$ cat config.mk
export PLATFORM = sky130hd
export DESIGN_NAME = ilg_ilas_param_gen
export DESIGN_NICKNAME = d
export VERILOG_FILES = /design/src/ilg_pkg.sv /design/src/ilg_ilas_param_gen.sv
export SDC_FILE = /design/constraint.sdc
export NUM_CORES = 1
export LEC_CHECK = 0
export ABC_AREA = 1
export BUFFER_PORTS_ARGS = -buffer_cell sky130_fd_sc_hd__buf_2
export CORE_MARGIN = 2
export CORE_UTILIZATION = 40
export DETAILED_ROUTE_END_ITERATION = 10
export PLACE_DENSITY_LB_ADDON = 0.2
export SLEW_MARGIN = 20
export SYNTH_ARGS = -nofsm -noshare
export SYNTH_HDL_FRONTEND = slang
export SYNTH_SLANG_ARGS = --single-unit
$ cat constraint.sdc
create_clock -name i_ref_clk -period 5.6 [get_ports i_ref_clk]
set_input_delay 0.84 -clock i_ref_clk [delete_from_list [all_inputs] [get_ports i_ref_clk]]
set_output_delay 0.84 -clock i_ref_clk [all_outputs]
set_load 0.1 [all_outputs]
$ cat src/ilg_pkg.sv
// constants, types and mode table of the lane alignment parameter generator
//==============================================================
// Summary of operation
// - every link parameter goes out on each lane in alignment configuration octets
// - most parameters follow the mode; id, frames per multiframe, scrambler from user
// - multiframe clock adjust amount and direction always sent as zero
// - bank id, control words per frame and both reserved fields sent as zero
// - high density flag always zero, samples never split across lanes
// - control bits per sample sent as zero even when control bits are used
// - device identifier comes straight from the user identifier register
// - frames per multiframe comes from a user register and is reported
// - multiframe length must respect the mode's minimum and step and the fixed maximum K_MAX
// - scrambler enable comes from a control register bit and is reported
// - octets per frame, lanes, converters, resolution, samples follow the mode
// - bits per sample incl. control and tail bits follow the mode separately
// - each lane carries its own derived lane identifier
// - checksum is the sum of all preceding parameters modulo 256
// - only listed mode encodings are valid; others are refused
package ilg_pkg;
  //==============================================================
  // register map (byte addresses)
  localparam logic [7:0] ADDR_MODE     = 8'h00;
  localparam logic [7:0] ADDR_KSET     = 8'h04;
  localparam logic [7:0] ADDR_DID      = 8'h08;
  localparam logic [7:0] ADDR_CTRL     = 8'h0c;
  localparam logic [7:0] ADDR_STATUS   = 8'h10;
  localparam logic [7:0] ADDR_LANE_SEL = 8'h14;
  //==============================================================
  // field positions and reset values
  localparam int         CTRL_SCR_BIT   = 0;
  localparam int         STAT_MODE_OK   = 0;
  localparam int         STAT_K_OK      = 1;
  localparam int         STAT_LANE_OK   = 2;
  localparam int         STAT_BUSY      = 3;
  localparam int         STAT_CHK_LSB   = 8;
  localparam logic [4:0] RST_MODE       = 5'h00;
  localparam logic [4:0] RST_KSET       = 5'h1f;
  localparam logic [7:0] RST_DID        = 8'h00;
  //==============================================================
  // fixed link values and stream length
  localparam logic [2:0] JESD_REV       = 3'h1;
  localparam logic [2:0] SUBCLASS_VER   = 3'h1;
  localparam logic [5:0] K_MAX          = 6'h20;
  localparam int         ILAS_OCTETS    = 14;
  localparam logic [3:0] LAST_OCTET     = 4'hd;

  typedef struct packed {
    logic       valid;
    logic [5:0] kmin;
    logic [1:0] kstep;
    logic [1:0] links;
    logic [3:0] l;   // lanes per link
    logic [3:0] m;   // converters per link
    logic [3:0] f;   // octets per frame
    logic [3:0] s;   // samples per converter per frame
    logic [4:0] n;   // resolution
    logic [4:0] np;  // bits per sample incl. control and tail
  } ilg_mode_t;

  typedef struct packed {
    logic       valid;
    logic       last;
    logic [7:0] data;
  } ilg_octet_t;

  typedef logic [ILAS_OCTETS-1:0][7:0] ilg_cfg_t;

  // per-mode derived values; unlisted codes come back invalid
  function automatic ilg_mode_t ilg_mode_lut(input logic [4:0] sel);
    ilg_mode_t r;
    r = '0;
    case (sel)
      5'h00, 5'h02: r = '{1'b1, 6'h03, 2'h1, 2'h2, 4'h4, 4'h4, 4'h8, 4'h5, 5'h0c, 5'h0c};
      5'h01, 5'h03,
      5'h0c:        r = '{1'b1, 6'h03, 2'h1, 2'h2, 4'h8, 4'h8, 4'h8, 4'h5, 5'h0c, 5'h0c};
      5'h04, 5'h06: r = '{1'b1, 6'h12, 2'h2, 2'h2, 4'h2, 4'h1, 4'h1, 4'h2, 5'h08, 5'h08};
      5'h05, 5'h07: r = '{1'b1, 6'h12, 2'h2, 2'h2, 4'h4, 4'h1, 4'h1, 4'h4, 5'h08, 5'h08};
      5'h09:        r = '{1'b1, 6'h09, 2'h1, 2'h2, 4'h4, 4'h1, 4'h2, 4'h4, 5'h0f, 5'h10};
      5'h0a, 5'h0e: r = '{1'b1, 6'h09, 2'h1, 2'h2, 4'h2, 4'h2, 4'h2, 4'h1, 5'h0f, 5'h10};
      5'h0b:        r = '{1'b1, 6'h09, 2'h1, 2'h2, 4'h4, 4'h2, 4'h2, 4'h2, 5'h0f, 5'h10};
      5'h0d, 5'h10: r = '{1'b1, 6'h05, 2'h1, 2'h2, 4'h1, 4'h2, 4'h4, 4'h1, 5'h0f, 5'h10};
      5'h0f:        r = '{1'b1, 6'h03, 2'h1, 2'h1, 4'h1, 4'h4, 4'h8, 4'h1, 5'h0f, 5'h10};
      5'h11, 5'h12: r = '{1'b1, 6'h12, 2'h2, 2'h2, 4'h8, 4'h1, 4'h1, 4'h8, 5'h08, 5'h08};
      default:      r = '0;
    endcase
    return r;
  endfunction
endpackage

$ cat src/ilg_ilas_param_gen.sv
// lane alignment configuration generator with apb register file
`timescale 1ns/1ps
module ilg_ilas_param_gen (
  input  wire logic             i_ref_clk,      // 50 MHz clock
  input  wire logic             i_rst,          // async reset, active high
  input  wire logic             psel,           // apb select
  input  wire logic             penable,        // apb access phase
  input  wire logic             pwrite,         // apb direction
  input  wire logic [7:0]       paddr,          // apb byte address
  input  wire logic [31:0]      pwdata,         // apb write data
  output logic      [31:0]      prdata,         // apb read data
  output logic                  pready,         // apb ready
  output logic                  pslverr,        // apb error
  input  wire logic             i_ilas_req,     // start octet stream, one cycle
  input  wire logic [3:0]       i_ilas_lane,    // lane: bit3 link, [2:0] lane id
  output ilg_pkg::ilg_octet_t   o_octet,        // configuration octet stream
  output logic                  o_busy,         // stream in progress
  output logic                  o_req_refused   // request refused, one cycle
);
  import ilg_pkg::*;

  typedef struct packed {
    logic [4:0]  mode;
    logic [4:0]  kset;
    logic [7:0]  did;
    logic        scr;
    logic [3:0]  lane_sel;
    logic        pready;
    logic        pslverr;
    logic [31:0] prdata;
    logic        busy;
    logic [3:0]  cnt;
    logic [3:0]  lane;
    ilg_cfg_t    sh;
    ilg_octet_t  oct;
    logic        refused;
  } ilg_state_t;

  ilg_state_t s;
  ilg_state_t next_s;
  ilg_mode_t  cur;
  logic [5:0] kval;
  logic       k_ok;
  logic       cfg_ok;
  logic       req_ok;
  logic       accept;
  ilg_cfg_t   req_cfg;
  ilg_cfg_t   sel_cfg;
  logic       mapped;
  logic       apb_take;
  logic       apb_wdone;

  //==============================================================
  // derived values
  function automatic logic lane_ok(input ilg_mode_t md, input logic [3:0] ln);
    return ({1'b0, ln[2:0]} < md.l) && (!ln[3] || md.links == 2'h2);
  endfunction

  // octet build for one lane, checksum last
  function automatic ilg_cfg_t build(input ilg_mode_t md, input logic [3:0] ln,
                                     input logic [7:0] did, input logic [4:0] kset,
                                     input logic scr);
    ilg_cfg_t c;
    logic [7:0] sum;
    c = '0;
    c[0]  = did;
    c[1]  = 8'h00;
    c[2]  = {3'h0, 2'h0, ln[2:0]};
    c[3]  = {scr, 2'h0, 1'b0, md.l - 4'h1};
    c[4]  = {4'h0, md.f - 4'h1};
    c[5]  = {3'h0, kset};
    c[6]  = {4'h0, md.m - 4'h1};
    c[7]  = {2'h0, 1'b0, md.n - 5'h01};
    c[8]  = {SUBCLASS_VER, md.np - 5'h01};
    c[9]  = {JESD_REV, 1'b0, md.s - 4'h1};
    c[10] = 8'h00;
    c[11] = 8'h00;
    c[12] = 8'h00;
    // field values summed, not whole octets
    sum = did + {5'h00, ln[2:0]} + {7'h00, scr} + {4'h0, md.l - 4'h1}
        + {4'h0, md.f - 4'h1} + {3'h0, kset} + {4'h0, md.m - 4'h1}
        + {3'h0, md.n - 5'h01} + {5'h00, SUBCLASS_VER} + {3'h0, md.np - 5'h01}
        + {5'h00, JESD_REV} + {4'h0, md.s - 4'h1};
    c[13] = sum;
    return c;
  endfunction

  always_comb begin
    cur     = ilg_mode_lut(s.mode);
    kval    = {1'b0, s.kset} + 6'h01;
    k_ok    = (kval >= cur.kmin) && (kval <= K_MAX)
            && (cur.kstep == 2'h1 || !(kval[0] ^ cur.kmin[0]));
    cfg_ok  = cur.valid && k_ok;
    req_ok  = cfg_ok && lane_ok(cur, i_ilas_lane);
    // a write landing after the start would change config inside the stream
    accept  = i_ilas_req && req_ok && !s.busy && !(psel && penable && pwrite);
    req_cfg = build(cur, i_ilas_lane, s.did, s.kset, s.scr);
    sel_cfg = build(cur, s.lane_sel, s.did, s.kset, s.scr);
    mapped  = (paddr == ADDR_MODE) || (paddr == ADDR_KSET) || (paddr == ADDR_DID)
           || (paddr == ADDR_CTRL) || (paddr == ADDR_STATUS) || (paddr == ADDR_LANE_SEL);
    apb_take  = psel && penable && !s.pready;
    apb_wdone = psel && penable && s.pready && pwrite && !s.pslverr;
  end

  //==============================================================
  // next state
  always_comb begin
    next_s = s;
    next_s.refused = i_ilas_req && !accept;
    // apb: access phase held one cycle, answered on the next
    if (psel && penable && !s.pready) begin
      next_s.pready  = 1'b1;
      next_s.pslverr = !mapped
                    || (pwrite && s.busy && paddr != ADDR_LANE_SEL)
                    || (pwrite && paddr == ADDR_STATUS);
      next_s.prdata  = 32'h0;
      if (!pwrite) begin
        case (paddr)
          ADDR_MODE:     next_s.prdata = {27'h0, s.mode};
          ADDR_KSET:     next_s.prdata = {27'h0, s.kset};
          ADDR_DID:      next_s.prdata = {24'h0, s.did};
          ADDR_CTRL:     next_s.prdata = {31'h0, s.scr};
          ADDR_LANE_SEL: next_s.prdata = {28'h0, s.lane_sel};
          ADDR_STATUS: begin
            next_s.prdata[STAT_MODE_OK]             = cur.valid;
            next_s.prdata[STAT_K_OK]                = k_ok;
            next_s.prdata[STAT_LANE_OK]             = lane_ok(cur, s.lane_sel);
            next_s.prdata[STAT_BUSY]                = s.busy;
            next_s.prdata[STAT_CHK_LSB +: 8]        = sel_cfg[13];
          end
          default:       next_s.prdata = 32'h0;
        endcase
      end
    end else if (psel && penable && s.pready) begin
      next_s.pready  = 1'b0;
      next_s.pslverr = 1'b0;
      // write lands on the completing edge; config frozen during a stream
      if (pwrite && !s.pslverr) begin
        case (paddr)
          ADDR_MODE:     next_s.mode     = pwdata[4:0];
          ADDR_KSET:     next_s.kset     = pwdata[4:0];
          ADDR_DID:      next_s.did      = pwdata[7:0];
          ADDR_CTRL:     next_s.scr      = pwdata[CTRL_SCR_BIT];
          ADDR_LANE_SEL: next_s.lane_sel = pwdata[3:0];
          default:       next_s.mode     = s.mode;
        endcase
      end
    end else begin
      next_s.pready  = 1'b0;
      next_s.pslverr = 1'b0;
    end
    // octet stream
    if (accept) begin
      next_s.busy      = 1'b1;
      next_s.cnt       = 4'h0;
      next_s.lane      = i_ilas_lane;
      next_s.sh        = req_cfg;
      next_s.oct.valid = 1'b1;
      next_s.oct.last  = 1'b0;
      next_s.oct.data  = req_cfg[0];
    end else if (s.busy) begin
      if (s.cnt == LAST_OCTET) begin
        next_s.busy = 1'b0;
        next_s.oct  = '0;
      end else begin
        next_s.cnt       = s.cnt + 4'h1;
        next_s.oct.valid = 1'b1;
        next_s.oct.last  = (s.cnt + 4'h1) == LAST_OCTET;
        next_s.oct.data  = s.sh[s.cnt + 4'h1];
      end
    end
  end

  //==============================================================
  // state register
  always_ff @(posedge i_ref_clk or posedge i_rst) begin
    if (i_rst) begin
      s          <= '0;
      s.mode     <= RST_MODE;
      s.kset     <= RST_KSET;
      s.did      <= RST_DID;
    end else begin
      s <= next_s;
    end
  end

  assign prdata        = s.prdata;
  assign pready        = s.pready;
  assign pslverr       = s.pslverr;
  assign o_octet       = s.oct;
  assign o_busy        = s.busy;
  assign o_req_refused = s.refused;
endmodule // ilg_ilas_param_gen

Word level (Yosys, flattened, before mapping):

Memories as Yosys holds them, arrays and structs flattened.
Cells that the tools add are included.

* bits in registers: 126
* memory bits (read-only): 1056
* bits of input ports: 50
* output and inout bits: 46
* word-level logic and storage cells: 132
* memories kept: 1

Memory list
* (no name shown): words 32, bits a word 33, read ports 1, clocked after Yosys merged registers in 0, write ports 0, line ilg_pkg.sv:72 `case (sel)`

* $add $sub $neg: 30
* magnitude comparators: 5
* eq/ne operators: 11
* multiplexer cells: 14
* bitwise logic cells: 2
* reduce and logical (&&, ||, !) cells: 45

Operators by type and width (count)
* $add 8x4->8: 8
* $add 8x5->8: 6
* $add 8x1->8 const B: 4
* $bmux 8 s4: 1
* $mux 10: 3
* $pmux 4 s6: 1
* $reduce_and 4->1: 5
* $logic_and 1x1->1: 18
* $add 8x1->8: 2
* $add 8x3->8: 2
* $eq 8x4->1 const B: 2
* $eq 8x5->1 const B: 2
* $mux 16: 1
* $mux 8: 2
* $sub 4x1->4 const B: 4
* $pmux 4 s3: 1
* $logic_or 1x1->1: 10
* $mux 5: 2
* $sub 5x1->5 const B: 2
* $logic_not 1->1: 9
* $eq 4x4->1 const B: 2
* $eq 8x3->1 const B: 1
* $logic_not 8->1: 1
* $lt 3x4->1: 2
* 16 further kinds: 16

Depth between registers and ports, before layout:

* word-level depth: 13
* mapped depth: 28
* mapped depth without buffers: 28

Worst setup path after synthesis:

No wires, ideal clock.

* kind: register -> register
* start: register s[186] (netlist bit)
* end: register s, in the netlist prdata[15]
* library setup time: 0.123 ns
* arrival: 4.973 ns
* data required time: 5.477 ns
* setup slack: 0.504 ns
* cell stages (with the launch flop): 25
* path buffers: 1
* clock period less this slack: 5.096 ns
* cell sequence: dfrtp_1 buf_2 inv_1 nand2_1 nand2_1 inv_2 o21ai_0 ha_1 fa_1 inv_1 fa_1 fa_1 inv_1 fa_1 inv_1 ha_1 fa_1 nand3_1 nand3_1 nand2_1 nand2_1 a21oi_1 a21oi_1 o21ai_0 nand2_1

RTL lines
* start, declared: line ilg_ilas_param_gen.sv:39 `ilg_state_t s;`
* start signal, assigned: line ilg_ilas_param_gen.sv:183 `s <= next_s;`

==> flow_summary.ini <==
[sta]
final.period_utilization_pct = 93.9
slew_violations = 0
setup_tns_ps = 0
timing.hold.ws_ps = 475
hold_viol_final = 0
worst_slew_margin_rel_pct = 49.5
rsz0062_at_grt = true
fmax_ghz = 0.190
finalSetupViolations = 0
worstMarginPinSlew_ps = 755
finClkSkew_ps = 8.71
min_period_ps = 5260

[clock_tree]
cts_htree_levels = 3
clock_path_buffers = 2
clk_pin_slew_ps = 80
ctsHoldBuffers = 0
clk_latency_ps = 360
cts_sinks = 106
cts_tree = done
numCtsBuffers = 9
clockRootBuffer = clkbuf_16
ctsResizeCount = 0
post-cts-setup-buffers = 0

[critical_path]
slowest_delay_ps = 540
crit_slowest_cell = fa_1
arrival_ps = 5510
reg2reg_to = prdata[15]
crit_path_end_kind = register
crit_top_cell = inv_1
rr_startpoint = s[184]
reg2reg_depth = 25
path_class = register to register
r2r_slack_ps = 340
cp.required_ps = 5850
cp-start-kind = register
crit_path_max_fanout = 6

[logic_synthesis]
yosysSeqAreaShare_pct = 33.9
async_flop_share_pct = 100
ys.flop_type = dfrtp_1
synth_cells = 997
yosysWarnings = 0
avgSynthCellArea_um2 = 7.87
synth_edf_count = 0
mappedNetlistArea_mm2 = 0.00785
ys_ff_latch = 106
ys_types = 40

[route]
vias_per_cell = 4.74
drt_wl_total_mm = 19.9
num_vias = 6149
drtIter0Drc = 412
wl_per_cell_um = 15.4
drt_pass1_iterations = 6
ant_nets = 0
drc = 0

[final_layout]
final_area_mm2 = 0.00854
area_growth_pct = 8.72
fin_nets = 1173
final_cells = 1298
n_antenna_cell = 0
multi_input_area_mm2 = 0.00426
fillers = 1985
drive_gt1_share_pct = 11.5
register_area_mm2 = 0.00266

[floorplanning]
ios = 96
dieWidth_um = 144
die_h_um = 144
coreArea_mm2 = 0.0193
num_rows = 51
start_util_pct = 40.6
die-area_mm2 = 0.0208

[hold_path]
hp-start = o_octet[0]
hp-class = register to register
whs_endpoint = o_octet[0]
hold_depth = 2

[place]
dp.cells = 1282
place_congestion = 0.900
dp_hpwl_mm = 15.6
port_buffers = 55
placed_cell_area_mm2 = 0.00819

[global_route]
first_global_vias = 5825
grt_max_degree = 59
grt.overflow.total = 0
grt_pass1_wl_mm = 32.1
grt.total_usage_pct = 20.5
antenna_found_initial = 0

[status]
status = completed

[power_and_ir_drop]
p_per_area_mw_per_mm2 = 235
power.leakage_nw = 4.54
finalPower_mw = 2.01
max-vdd-ir-drop_uv = 136

[run]
max-cap-violations = 0
[metrics by stage]
| step | setup WS [ps] | utilization (%) |
|---|---|---|
| floorplan | 504 | - |
| global placement | 267 | 42.3 |
| detailed placement | 251 | 42.3 |
| CTS | 224 | 44.0 |
| global route | -72.8 | 44.1 |
| finish | 341 | 44.1 |
[cells by family after synthesis]
kind of cell | after synthesis | share of synthesized area, %
buffers and inverters | 218 | 13.0
AND/OR/NAND/NOR | 399 | 20.7
XOR/XNOR | 25 | 2.79
multiplexers | 3 | 0.430
AO/OA/AOI/OAI | 150 | 10.3
flip-flops | 106 | 33.9
other | 1 | 0.0478
adder cells (fa/ha/maj) | 95 | 18.9
[synth_stat cells (4+ instances only)]
cell type,instances,area share (%)
xor2_1,22,2.5
ha_1,56,8.9
dfrtp_1,101,32
buf_6,4,0.57
o21ai_1,31,2.0
dfstp_2,5,1.7
o21ai_0,64,4.1
nor3_1,6,0.38
clkbuf_1,10,0.48
nand2_1,259,12
inv_1,149,7.1
a21oi_1,35,2.2
buf_2,9,0.57
fa_1,39,9.9
nor2_1,71,3.4
buf_4,42,4.0
or2_2,6,0.48
nand3_1,47,3.0
[cells in the final DEF (no fill, tap or decap), types with 3 or more instances in the layout]
| master | instances |
|---|---|
| or2_2 | 6 |
| buf_2 | 55 |
| nand3_1 | 47 |
| o211ai_1 | 3 |
| dfstp_2 | 5 |
| o21ai_1 | 32 |
| a21oi_1 | 35 |
| xor2_1 | 20 |
| nand2_1 | 259 |
| a22o_1 | 3 |
| inv_2 | 3 |
| fa_1 | 38 |
| buf_4 | 15 |
| xnor2_1 | 3 |
| o21ai_0 | 62 |
| nor3_1 | 6 |
| ha_1 | 56 |
| inv_1 | 148 |
| clkbuf_16 | 9 |
| a21boi_0 | 3 |
| dfrtp_1 | 101 |
| nor2_1 | 71 |
| conb_1 | 16 |
| nand2_2 | 3 |
| mux2_2 | 3 |
| a32o_1 | 3 |
[worst max-delay path: cells and delay by family, from the launching register on]
family / cells / cell delay [ps]
AOI/OAI and AO/OA: 4 / 430
xor gates and xnor gates: 1 / 200
adders and majority gates: 7 / 3040
buffers and inverters: 6 / 510
DFF: 1 / 380
and+or+nand+nor: 7 / 590
[state kept, by name (all words and copies together), names as in the netlist]
| register | flops |
|---|---|
| req_cfg | 14 |
| prdata | 16 |
| o_octet | 10 |
| s | 62 |
| pslverr | 1 |
| pready | 1 |
| o_busy | 1 |
| o_req_refused | 1 |
[where the power goes]
part / leakage, nW / switching [mW] / internal [mW]
Sequential: 1.36 / 0.0236 / 0.809
Combinational: 3.03 / 0.337 / 0.146
Clock: 0.152 / 0.333 / 0.359
Total: 4.54 / 0.694 / 1.31
[per-layer routing]
layer	global-route usage [%]	wire [um]	up-vias
li1	-	-	3132
met1	30.0	9990	2875
met2	31.9	8830	122
met3	3.38	827	20
met4	4.75	276	0
met5	0	0	-
[how the worst max path moves through the flow]
stage            from         end  slack (ps)
2_1_floorplan  s[186]  prdata[15]         500
3_3_place_gp   s[184]  prdata[15]         270
3_5_place_dp   s[184]  prdata[15]         250
4_1_cts        s[184]  prdata[15]         220
5_1_grt        s[184]  prdata[15]         -70
6_report       s[184]  prdata[15]         340
[final cells by class]
cell class / instances / share of cell area (%)
flip-flops and latches: 106 / 31.1
well taps: 265 / 3.88
clock buffers: 9 / 2.64
repair buffers: 70 / 4.54
multi-input cells: 688 / 49.9
clock inverters: 7 / 1.13
inverters: 153 / 6.79
No activity file was read; power rests on OpenSTA's default activity.
